`config.mk`:
```
export PLATFORM = sky130hd
export DESIGN_NAME = cmoc_top
export DESIGN_NICKNAME = d
export VERILOG_FILES = /design/src/rtl/cmoc_pkg.sv /design/src/rtl/cmoc_top.sv
export VERILOG_INCLUDE_DIRS = /design/src /design/src/rtl
export SDC_FILE = /design/constraint.sdc
export NUM_CORES = 1
export LEC_CHECK = 0
export BUFFER_PORTS_ARGS = -buffer_cell sky130_fd_sc_hd__buf_4
export CORE_AREA = 2 2 263 135
export DETAILED_ROUTE_END_ITERATION = 8
export DIE_AREA = 0 0 265 137
export PLACE_DENSITY = 0.8
export SLEW_MARGIN = 0
export SYNTH_ARGS = -nofsm -noshare
export SYNTH_HDL_FRONTEND = slang
export SYNTH_SLANG_ARGS = --single-unit
```
`constraint.sdc`:
```
create_clock -name core_clk -period 31.7 [get_ports core_clk]
set_input_delay 3.17 -clock core_clk [delete_from_list [all_inputs] [get_ports core_clk]]
set_output_delay 3.17 -clock core_clk [all_outputs]
set_load 0.01 [all_outputs]
```
`src/rtl/cmoc_regs.svh`:
```
// register offsets, field widths and codes of the message object controller
`ifndef CMOC_REGS_SVH
`define CMOC_REGS_SVH
`define CMOC_NOBJ 4
`define CMOC_ADDR_W 8
`define CMOC_FCC_OFF 8'h00
`define CMOC_FCV_OFF 8'h04
`define CMOC_IST_OFF 8'h08
`define CMOC_IMSK_OFF 8'h0C
`define CMOC_CTL_BASE 8'h10
`define CMOC_DAT_BASE 8'h20
`define CMOC_CTL_W 12
`define CMOC_FCC_W 5
`define CMOC_FCV_W 16
`define CMOC_IST_W 8
`define CMOC_MODE_MEAS 2'h2
`define CMOC_SUB_REC 3'h1
`define CMOC_SUB_ECHO_DOM 3'h2
`define CMOC_SUB_ECHO_REC 3'h3
`define CMOC_SUB_RESYNC 3'h4
`define CMOC_RESP_OK 2'h0
`define CMOC_RESP_ERR 2'h2
`endif

```
`src/rtl/cmoc_pkg.sv`:
```
// types shared by the message object controller
package cmoc_pkg;
    // per-object control and status word, valid in bit 0
    typedef struct packed {
        logic [2:0] obj_type;
        logic receive_pending_flag;
        logic message_lost_flag;
        logic new_data_flag;
        logic single_data_transfer;
        logic transmit_request_bit;
        logic transmit_enable_b;
        logic transmit_enable_a;
        logic receive_enable_bit;
        logic object_valid;
    } cmoc_obj_t;
    // frame counter control: mode in bits 1:0, sub-mode in bits 4:2
    typedef struct packed {
        logic [2:0] measurement_submode_select;
        logic [1:0] frame_counter_function_mode;
    } cmoc_fcc_t;
    // received frame handed over by the node for storage
    typedef struct packed {
        logic [1:0] idx;
        logic [31:0] data;
    } cmoc_rx_frame_t;
    // transmit sequencer states
    typedef enum logic [1:0] {
        CMOC_TX_IDLE = 2'b00,
        CMOC_TX_COPY = 2'b01,
        CMOC_TX_SEND = 2'b10
    } cmoc_tx_state_t;
endpackage

```
`src/rtl/cmoc_top.sv`:
```
// message object store, transmit sequencer and bit timing measurement
`include "cmoc_regs.svh"
`timescale 1ns/10ps
`default_nettype none
module cmoc_top (
    // clock, reset, enable
    input wire logic core_clk,
    input wire logic resetn,
    input wire logic clk_en,
    // axi4-lite write
    input wire logic [7:0] s_axi_awaddr,
    input wire logic s_axi_awvalid,
    output logic s_axi_awready,
    input wire logic [31:0] s_axi_wdata,
    input wire logic [3:0] s_axi_wstrb,
    input wire logic s_axi_wvalid,
    output logic s_axi_wready,
    output logic [1:0] s_axi_bresp,
    output logic s_axi_bvalid,
    input wire logic s_axi_bready,
    // axi4-lite read
    input wire logic [7:0] s_axi_araddr,
    input wire logic s_axi_arvalid,
    output logic s_axi_arready,
    output logic [31:0] s_axi_rdata,
    output logic [1:0] s_axi_rresp,
    output logic s_axi_rvalid,
    input wire logic s_axi_rready,
    // node side, same clock
    input wire logic rx_store_valid,
    input wire cmoc_pkg::cmoc_rx_frame_t rx_store,
    input wire logic tx_level,
    input wire logic sample_point,
    input wire logic sync_qualify,
    input wire logic tx_done,
    output logic tx_req,
    output logic [31:0] tx_frame,
    // receive pin, asynchronous
    input wire logic rxd_pin,
    // interrupt
    output logic irq
);
    localparam int N = `CMOC_NOBJ;
    // reset release synchroniser
    logic rst_s1;
    logic rst_n;
    always_ff @(posedge core_clk or negedge resetn)
    begin
        if (!resetn)
        begin
            rst_s1 <= 1'b0;
            rst_n <= 1'b0;
        end
        else
        begin
            rst_s1 <= 1'b1;
            rst_n <= rst_s1;
        end
    end

    // ---------------- register bus ----------------
    logic aw_held, w_held, next_aw_held, next_w_held;
    logic [7:0] aw_addr, next_aw_addr;
    logic [31:0] w_data, next_w_data;
    logic [3:0] w_strb, next_w_strb;
    logic next_bvalid, next_rvalid, next_arready;
    logic [1:0] next_bresp, next_rresp;
    logic [31:0] next_rdata;
    logic do_wr; // write performed this cycle
    logic wr_hit; // write address is mapped
    cmoc_pkg::cmoc_fcc_t fcc, next_fcc;
    logic [`CMOC_FCV_W-1:0] fcv, next_fcv;
    logic [`CMOC_IST_W-1:0] ist, next_ist, imsk, next_imsk, ist_set;
    cmoc_pkg::cmoc_obj_t obj [N];
    logic [31:0] obj_data [N];
    logic rd_hit;
    logic [31:0] rd_val;
    // read decode; unmapped offsets answer with slave error
    always_comb
    begin
        rd_hit = 1'b1;
        rd_val = 32'h0000_0000;
        if (s_axi_araddr == `CMOC_FCC_OFF)
            rd_val = {27'h000_0000, fcc};
        else if (s_axi_araddr == `CMOC_FCV_OFF)
            rd_val = {16'h0000, fcv};
        else if (s_axi_araddr == `CMOC_IST_OFF)
            rd_val = {24'h00_0000, ist};
        else if (s_axi_araddr == `CMOC_IMSK_OFF)
            rd_val = {24'h00_0000, imsk};
        else if (s_axi_araddr[7:4] == `CMOC_CTL_BASE >> 4 && s_axi_araddr[1:0] == 2'h0)
            rd_val = {20'h0_0000, obj[s_axi_araddr[3:2]]};
        else if (s_axi_araddr[7:4] == `CMOC_DAT_BASE >> 4 && s_axi_araddr[1:0] == 2'h0)
            rd_val = obj_data[s_axi_araddr[3:2]];
        else
            rd_hit = 1'b0;
    end
    // write and read channel handshakes; address and data taken in any order
    always_comb
    begin
        next_aw_held = aw_held;
        next_w_held = w_held;
        next_aw_addr = aw_addr;
        next_w_data = w_data;
        next_w_strb = w_strb;
        next_bvalid = s_axi_bvalid && !s_axi_bready;
        next_bresp = s_axi_bresp;
        next_rvalid = s_axi_rvalid && !s_axi_rready;
        next_rresp = s_axi_rresp;
        next_rdata = s_axi_rdata;
        next_arready = 1'b0;
        if (s_axi_awvalid && s_axi_awready)
        begin
            next_aw_held = 1'b1;
            next_aw_addr = s_axi_awaddr;
        end
        if (s_axi_wvalid && s_axi_wready)
        begin
            next_w_held = 1'b1;
            next_w_data = s_axi_wdata;
            next_w_strb = s_axi_wstrb;
        end
        do_wr = aw_held && w_held && !s_axi_bvalid;
        wr_hit = aw_addr[1:0] == 2'h0 && (aw_addr <= `CMOC_IMSK_OFF
            || aw_addr[7:4] == `CMOC_CTL_BASE >> 4 || aw_addr[7:4] == `CMOC_DAT_BASE >> 4);
        if (do_wr)
        begin
            next_aw_held = 1'b0;
            next_w_held = 1'b0;
            next_bvalid = 1'b1;
            next_bresp = wr_hit ? `CMOC_RESP_OK : `CMOC_RESP_ERR;
        end
        // one read under way: arready pulses only while idle
        if (s_axi_arvalid && s_axi_arready)
        begin
            next_rvalid = 1'b1;
            next_rdata = rd_val;
            next_rresp = rd_hit ? `CMOC_RESP_OK : `CMOC_RESP_ERR;
        end
        else if (!s_axi_rvalid && !next_rvalid && s_axi_arvalid)
            next_arready = 1'b1;
    end
    always_ff @(posedge core_clk or negedge rst_n)
    begin
        if (!rst_n)
        begin
            s_axi_awready <= 1'b1;
            s_axi_wready <= 1'b1;
            aw_addr <= 8'h00;
            w_data <= 32'h0000_0000;
            w_strb <= 4'h0;
            s_axi_bvalid <= 1'b0;
            s_axi_bresp <= `CMOC_RESP_OK;
            s_axi_rvalid <= 1'b0;
            s_axi_rresp <= `CMOC_RESP_OK;
            s_axi_rdata <= 32'h0000_0000;
            s_axi_arready <= 1'b0;
        end
        else if (clk_en)
        begin
            s_axi_awready <= !next_aw_held;
            s_axi_wready <= !next_w_held;
            aw_addr <= next_aw_addr;
            w_data <= next_w_data;
            w_strb <= next_w_strb;
            s_axi_bvalid <= next_bvalid;
            s_axi_bresp <= next_bresp;
            s_axi_rvalid <= next_rvalid;
            s_axi_rresp <= next_rresp;
            s_axi_rdata <= next_rdata;
            s_axi_arready <= next_arready;
        end
    end
    // ready flops hold the inverse of the holding flags, so the bus sees flop outputs
    assign aw_held = !s_axi_awready;
    assign w_held = !s_axi_wready;

    // ---------------- transmit sequencer ----------------
    cmoc_pkg::cmoc_tx_state_t tx_state, next_tx_state;
    logic [1:0] cur, next_cur, first_idx;
    logic [N-1:0] pend;
    logic any_pend, copy_ok, send_ok, next_tx_req;
    logic [31:0] next_tx_frame;
    // lowest numbered pending object wins; filter re-evaluates every idle cycle,
    // so setting or re-setting any request bit retriggers it
    always_comb
    begin
        first_idx = 2'h0;
        for (int k = N - 1; k >= 0; k--)
            if (pend[k])
                first_idx = k[1:0];
        any_pend = |pend;
        copy_ok = tx_state == cmoc_pkg::CMOC_TX_COPY && pend[cur];
        send_ok = tx_state == cmoc_pkg::CMOC_TX_SEND && pend[cur] && tx_done;
        next_tx_state = tx_state;
        next_cur = cur;
        next_tx_req = tx_req;
        next_tx_frame = tx_frame;
        case (tx_state)
            cmoc_pkg::CMOC_TX_IDLE:
                if (any_pend)
                begin
                    next_cur = first_idx;
                    next_tx_state = cmoc_pkg::CMOC_TX_COPY;
                end
            cmoc_pkg::CMOC_TX_COPY:
                if (copy_ok)
                begin
                    next_tx_frame = obj_data[cur]; // buffer copy
                    next_tx_req = 1'b1;
                    next_tx_state = cmoc_pkg::CMOC_TX_SEND;
                end
                else
                    next_tx_state = cmoc_pkg::CMOC_TX_IDLE; // withdrawn, filter again
            cmoc_pkg::CMOC_TX_SEND:
                if (!pend[cur] || tx_done)
                begin
                    next_tx_req = 1'b0; // withdrawal or completion ends the send
                    next_tx_state = cmoc_pkg::CMOC_TX_IDLE;
                end
            default:
            begin
                next_tx_req = 1'b0;
                next_tx_state = cmoc_pkg::CMOC_TX_IDLE;
            end
        endcase
    end
    always_ff @(posedge core_clk or negedge rst_n)
    begin
        if (!rst_n)
        begin
            tx_state <= cmoc_pkg::CMOC_TX_IDLE;
            cur <= 2'h0;
            tx_req <= 1'b0;
            tx_frame <= 32'h0000_0000;
        end
        else if (clk_en)
        begin
            tx_state <= next_tx_state;
            cur <= next_cur;
            tx_req <= next_tx_req;
            tx_frame <= next_tx_frame;
        end
    end

    // ---------------- message objects ----------------
    // each object owns its own next-state logic, so a software clear of one valid
    // bit cannot reach a store or copy running on another object
    for (genvar i = 0; i < N; i++)
    begin : g_obj
        cmoc_pkg::cmoc_obj_t nx;
        logic [31:0] nd;
        logic ctl_wr, store_ok, copy_hit, done_hit;
        // transmit enables gate the request without touching valid
        assign pend[i] = obj[i].object_valid && obj[i].transmit_request_bit
            && obj[i].transmit_enable_a && obj[i].transmit_enable_b;
        always_comb
        begin
            nx = obj[i];
            nd = obj_data[i];
            ctl_wr = do_wr && aw_addr == `CMOC_CTL_BASE + 8'(4 * i) && w_strb[1:0] == 2'h3;
            // any object type is a legal store target, gated only by valid and rx enable
            store_ok = rx_store_valid && rx_store.idx == 2'(i) && obj[i].object_valid
                && obj[i].receive_enable_bit;
            copy_hit = copy_ok && cur == 2'(i);
            done_hit = send_ok && cur == 2'(i);
            if (ctl_wr)
                nx = w_data[`CMOC_CTL_W-1:0];
            if (do_wr && aw_addr == `CMOC_DAT_BASE + 8'(4 * i) && w_strb == 4'hF)
                nd = w_data;
            // hardware events are applied last so they win over a same-cycle write
            if (store_ok)
            begin
                nd = rx_store.data;
                nx.message_lost_flag = obj[i].new_data_flag; // unread data overwritten
                nx.new_data_flag = 1'b1;
                nx.receive_pending_flag = 1'b1;
            end
            if (copy_hit)
                nx.new_data_flag = 1'b0;
            if (done_hit)
                nx.transmit_request_bit = 1'b0;
            if ((store_ok || done_hit) && obj[i].single_data_transfer)
                nx.object_valid = 1'b0;
            ist_set[i] = store_ok; // receive interrupt
            ist_set[i + N] = done_hit;
        end
        always_ff @(posedge core_clk or negedge rst_n)
        begin
            if (!rst_n)
            begin
                obj[i] <= '0;
                obj_data[i] <= 32'h0000_0000;
            end
            else if (clk_en)
            begin
                obj[i] <= nx;
                obj_data[i] <= nd;
            end
        end
    end

    // ---------------- bit timing measurement and interrupts ----------------
    logic rx_s1, rx_s2, rx_d, tx_d;
    logic [`CMOC_FCV_W-1:0] since_dom, since_sp, since_txd, since_txr;
    logic rx_fall, rx_rise, tx_fall, tx_rise, meas, next_irq;
    always_comb
    begin
        rx_fall = rx_d && !rx_s2;
        rx_rise = !rx_d && rx_s2;
        tx_fall = tx_d && !tx_level;
        tx_rise = !tx_d && tx_level;
        meas = fcc.frame_counter_function_mode == `CMOC_MODE_MEAS;
        next_fcv = fcv; // value holds between qualifying events
        if (meas)
            case (fcc.measurement_submode_select)
                `CMOC_SUB_REC: if (rx_rise) next_fcv = since_dom;
                `CMOC_SUB_ECHO_DOM: if (rx_fall && !tx_level) next_fcv = since_txd;
                `CMOC_SUB_ECHO_REC: if (rx_rise && tx_level) next_fcv = since_txr;
                `CMOC_SUB_RESYNC: if (rx_fall && sync_qualify) next_fcv = since_sp;
                default: next_fcv = fcv;
            endcase
        next_fcc = fcc;
        next_imsk = imsk;
        next_ist = ist;
        if (do_wr && aw_addr == `CMOC_FCC_OFF && w_strb[0])
            next_fcc = w_data[`CMOC_FCC_W-1:0];
        if (do_wr && aw_addr == `CMOC_IMSK_OFF && w_strb[0])
            next_imsk = w_data[`CMOC_IST_W-1:0];
        if (do_wr && aw_addr == `CMOC_IST_OFF && w_strb[0])
            next_ist = ist & ~w_data[`CMOC_IST_W-1:0];
        next_ist = next_ist | ist_set; // a new event wins over the write-one clear
        next_irq = |(next_ist & next_imsk);
    end
    // edge distance counters restart at one on their edge, so a stretch of n cycles
    // reads n; a plain wrap is accepted since a bit time is far below the counter range
    always_ff @(posedge core_clk or negedge rst_n)
    begin
        if (!rst_n)
        begin
            rx_s1 <= 1'b1;
            rx_s2 <= 1'b1;
            rx_d <= 1'b1;
            tx_d <= 1'b1;
            since_dom <= '0;
            since_sp <= '0;
            since_txd <= '0;
            since_txr <= '0;
            fcv <= '0;
            fcc <= '0;
            ist <= '0;
            imsk <= '0;
            irq <= 1'b0;
        end
        else if (clk_en)
        begin
            rx_s1 <= rxd_pin;
            rx_s2 <= rx_s1;
            rx_d <= rx_s2;
            tx_d <= tx_level;
            since_dom <= rx_fall ? 16'h0001 : since_dom + 1'b1;
            since_sp <= sample_point ? 16'h0001 : since_sp + 1'b1;
            since_txd <= tx_fall ? 16'h0001 : since_txd + 1'b1;
            since_txr <= tx_rise ? 16'h0001 : since_txr + 1'b1;
            fcv <= next_fcv;
            fcc <= next_fcc;
            ist <= next_ist;
            imsk <= next_imsk;
            irq <= next_irq;
        end
    end
endmodule
`default_nettype wire

```
After elaboration in Yosys (flattened, before gate mapping)
Index checks and enable logic that the tools add are counted.
- register bits: 406
- input bits: 100
- output and inout port bits: 75
- logic and storage cells: 377
- add/subtract/negate cells: 4
- order comparisons: 4
- equal/unequal tests: 39
- mux-type cells: 83
- bitwise gates (word level): 7
- reduce and logical (&&, ||, !) cells: 165
- operators with widths (cell ; count):
    $mux 32 ; 18
    $bmux 32 s2 ; 2
    $mux 16 ; 8
    $logic_and 1x1->1 ; 80
    $add 16x1->16 const B ; 4
    $pmux 16 s4 ; 1
    $reduce_and 2->1 ; 29
    $mux 9 ; 4
    $eq 8x4->1 const B ; 4
    $eq 8x5->1 const B ; 4
    $eq 8x6->1 const B ; 4
    $reduce_bool 2->1 ; 16
    $mux 1 ; 29
    $bmux 12 s2 ; 1
    $mux 12 ; 2
    $mux 2 ; 9
    $and 8x8->8 ; 2
    $logic_not 8->1 ; 2
    $mux 8 ; 2
    $eq 2x2->1 const B ; 7
    $logic_not 1->1 ; 14
    $mux 3 ; 4
    $ne 2x2->1 const B ; 6
    $reduce_bool 3->1 ; 4
    other kinds (27) ; 46

Longest topological paths before layout
- word-level depth: 12
- depth in mapped cells: 9

Least setup slack after synthesis
No wires, ideal clock.
- path kind: input -> register
- start: in s_axi_araddr[2]
- end: reg s_axi_rdata[18]
- setup time: 0.121 ns
- data arrival time: 4.997 ns
- required time: 31.579 ns
- slack: 26.583 ns
- stages on the path: 5
- path buffers: 3
- path through: clkbuf_1 > buf_2 > buf_1 > mux4_2 > a22o_1
- cells in the longest elaborated chain, start to end: 10
- elaborated cells on any way between the ends: 14
- those cells by class: eq/ne: 3; mux: 9; bitwise: 1; reduce/logical: 1
- RTL lines (item ; RTL line ; RTL):
    start, declared ; cmoc_top.sv:22 ; input wire logic [7:0] s_axi_araddr,
    $not 2->3 (not written as such) ; cmoc_top.sv:94 ; rd_val = obj_data[s_axi_araddr[3:2]];
    $bmux 32 s2 ; cmoc_top.sv:94 ;
    $mux 32 (not written as such) (2 in a row) ; cmoc_top.sv:94 ;
    $mux 32 ; cmoc_top.sv:93 ; else if (s_axi_araddr[7:4] == `CMOC_DAT_BASE >> 4 && s_axi_araddr[1:0] == 2'h0)
    $mux 32 ; cmoc_top.sv:91 ; else if (s_axi_araddr[7:4] == `CMOC_CTL_BASE >> 4 && s_axi_araddr[1:0] == 2'h0)
    $mux 32 ; cmoc_top.sv:89 ; else if (s_axi_araddr == `CMOC_IMSK_OFF)
    $mux 32 ; cmoc_top.sv:87 ; else if (s_axi_araddr == `CMOC_IST_OFF)
    $mux 32 ; cmoc_top.sv:85 ; else if (s_axi_araddr == `CMOC_FCV_OFF)
    $mux 32 * ; cmoc_top.sv:83 ; if (s_axi_araddr == `CMOC_FCC_OFF)
    end signal, assigned ; cmoc_top.sv:170 ; s_axi_rdata <= next_rdata;
    end, declared ; cmoc_top.sv:25 ; output logic [31:0] s_axi_rdata,
Every way passes the cells marked *; elsewhere a longest branch is shown, timed or not. The select of a mux whose other input is x is not followed.
A chain may end at the register's enable or synchronous reset.

Final worst setup path
- start: in clk_en
- end: reg obj[6] in the netlist's numbering
- cells in the longest elaborated chain, start to end: 1
- RTL lines (item ; RTL line ; RTL):
    start, declared ; cmoc_top.sv:9 ; input wire logic clk_en,
    $reduce_and 2->1 (no line) ; -- ;
    end signal, assigned by index ; cmoc_top.sv:297 ; obj[i] <= nx;
    end, declared ; cmoc_top.sv:74 ; cmoc_pkg::cmoc_obj_t obj [N];
Every way passes these cells.

==> impl_results.md <==
* Outcome: finished, final reports clean
* Hold path cells at 0
* Max-Cap Viols at 0
* CTS buffer count at 37
* Max incr delay on CP at 0.73 ns
* Vias in the first global route at 16445
* Syn_area_per_cell at 10.3 um2
* Clk_skew at 0.0183 ns
* CTS tree: built
* Max_slew headroom at 21.1%
* Number of detailed-route iterations in the first pass at 8
* Chip Height at 137 um
* Compound-Gate Fraction of Synth Area at 12.3%
* R2R Path End: fcv[15]
* Post-synthesis xor/xnor area fraction at 1.86%
* CTS sink count at 404
* Maximum number of pins on one net before global-route repair at 76
* CP cell instances: buf_4 -> clkinv_1 -> nor4_1 -> nand3_1 -> o32ai_1 -> a31oi_1
* Most frequent cells in the layout: 401 x nand2_1, 396 x dfrtp_1, 226 x nor2_1
* Maximum vdd drop at 46.8 uV
* H-tree Lvls at 2
* Startpoint types: primary input
* RePlAce Congestion at 0.978
* Avg WL per Cell at 24.0 um
* Fmax at 169 MHz
* Reg2Reg Launch Point: rx_d
* CTS clk-pin slew, worst paths at 0.07 ns
* Rows at 48
* Placed wire-length estimate at 40.5 mm
* Commonest non-fill, non-tap cell in the layout: nand2_1
* Worst Slack Setup Final at 25.80 ns
* Final period utilization at 18.6%
* ANT nets after route at 0
* Post-CTS Setup Bufs at 0
* Share of layout cells above drive strength 1 at 24.0%
* Post-synthesis adder-cell area fraction at 0.247%
* Cts hold-fix bufs at 0
* Synth Flop Type: dfrtp_1
* Final Routed Wirelength at 60.8 mm
* Leakage at 0.0104 uW
* FF+latch count, synth at 404
* Synth warn at 0
* CP endpoint kind: flop
* Hold Path Sink: rst_n
* Crit path max-delay cell type: clkinv_1
* Number of flops mapped to enable cells by yosys at 0
* Total grt overflow at 0
* Slew Viols, Final at 0
* Leading area contributor after synthesis: dfrtp_1
* Clock Latency Late Sink at 0.55 ns
* P&R area growth vs syn at 13.2%
* Die W at 265 um
* Setup TNS at 0 ns
* Worst Tran Pin Value at 1.18 ns
* Synth top area share at 49.1%
* Post-layout min period at 5.90 ns
* Simple-gate share of the synthesized area at 16.6%
* Critical path class: in2reg
* Synth Cell Area at 20300 um2
* Largest cells by area after synthesis: dfrtp_1 49%, mux4_2 8.3%, nand2_1 7.4%
* CTS resizes at 0
* Post-route DRC at 0
* CP arrival at 6.29 ns
* Synth async-reset ratio at 100%
* Post-synthesis sequential area ratio at 49.9%
* Hold Crit Start: rst_s1
* Core area at 34000 um2
* Power Density at 56.2 nW/um2
* Setup slack, reg-to-reg at 28.60 ns
* Via density at 6.67
* Total track usage at 34.0%
* Mux cell area share after synthesis at 15.9%
* Maximum root-to-sink buffer count at 3
* Largest family of logic cells by synthesized area: simple AND/OR/NAND/NOR gates
* Die ar. at 36300 um2
* Worst Reg-to-Reg Cells at 5
* First-pass GRT wire length at 94.7 mm
* Final setup viols at 0
* CP required at 32.09 ns
* Cells after Synth at 1960
* Crit path from: clk_en
* Yosys cell types at 66
* I/O pin count at 175
* DR vias at 16896
* Initial Util at 59.6%
* Port Buffers at 172
* Antenna violations before repair at 2
* Worst slack, placed at 25.29 ns
* Nets@finish at 2161
* Worst Hold Class: reg2reg
* Unrepaired setup endpoints after global routing: false
* Final hold violations at 0
* Ant diodes at 0
* CTS Root Cell: clkbuf_16
* DRT iter0 DRCs at 2209
* Critical-path maximum fanout at 65
## stage by stage
step | power (uW) | instance area, um2 | util [%] | std cells | hold WS, ns
final | 1290 | 23000 | 67.5 | 2532 | 0.354
after global routing | 1340 | 23000 | 67.5 | 2532 | 0.368
after CTS | 1290 | 23000 | 67.5 | 2532 | 0.357
after detailed placement | 847 | 21800 | 64.1 | 2468 | 0.341
after global placement | 835 | 21800 | 64.1 | 2468 | 0.338
after floorplan | 765 | 20300 | - | 1961 | 0.331
## power by group
part / switching (uW) / leakage (uW) / internal, uW
combinational: 103 / 0.00437 / 85.2
sequential: 93.3 / 0.00547 / 565
clock: 200 / 0.000578 / 244
## registers in the layout, summed over array words and instances, names as in the netlist, 2 cells and up
name / count
obj_data: 128
obj: 48
s_axi_rdata: 32
tx_frame: 32
w_data: 32
fcv: 16
since_dom: 16
since_sp: 16
since_txd: 16
since_txr: 16
aw_addr: 8
imsk: 8
ist: 8
fcc: 5
w_strb: 4
cur: 2
tx_state: 2
## worst max path at each step
stage / endpoint / slack [ns] / cells after the start
finish: obj[6] / 25.80 / 6
floorplan: aw_addr[0] / 19.62 / 0
global placement: obj[6] / 25.50 / 6
CTS: obj[6] / 25.87 / 6
global route: obj[6] / 25.60 / 6
detailed placement: obj[6] / 25.29 / 6
## synthesized netlist by cell type, types with 6 or more instances
cell type	number
mux4_2	75
buf_1	10
nor2_1	227
a22oi_1	13
a21oi_1	35
a31oi_2	28
xor2_1	33
mux2i_1	23
clkbuf_1	101
a22o_1	28
buf_2	21
and3_1	13
inv_1	13
a221oi_1	16
nand4_1	16
and2_1	6
nand2_1	401
and4_1	7
or3_1	12
a31oi_1	111
o31ai_1	8
o22ai_1	12
nand3_1	30
dfrtp_1	398
nor4_1	7
o21ai_0	57
nor2b_1	12
o21ai_1	9
nand2b_1	15
mux2_2	116
dfstp_2	6
xnor2_1	10
nor3_1	16
## final cells by class
class	count	area [um2]
inverter	14	52.6
multi-input combinational	1403	9580
timing repair buffer	197	1480
clock inverter	7	38.8
sequential	404	10100
clock buffer	57	1120
tap	450	563
fill	2528	11000
## logic make-up after synthesis
family | count (synthesis)
xor gates and xnor gates | 43
other | 2
AOI/OAI and AO/OA | 353
buffers and inverters | 154
adders and majority gates | 4
muxes | 214
and+or+nand+nor | 786
DFF | 404
## per-layer routing
metal / part of all wire, % / vias to the layer above / global-route usage, % / routed length [um]
met3: 13 / 150 / 8.78 / 7880
met5: 0.020 / - / 0 / 12
li1: - / 7178 / - / -
met2: 43 / 1149 / 49.3 / 26300
met1: 41 / 8417 / 50.9 / 25100
met4: 2.4 / 2 / 9.07 / 1440
## critical path: cells and delay by family
family,cells,cell delay (ns)
simple gates,2,1.27
buf+inv,2,1.22
compound gates,2,0.59
Note: power is estimated with default switching activity, not from simulation.
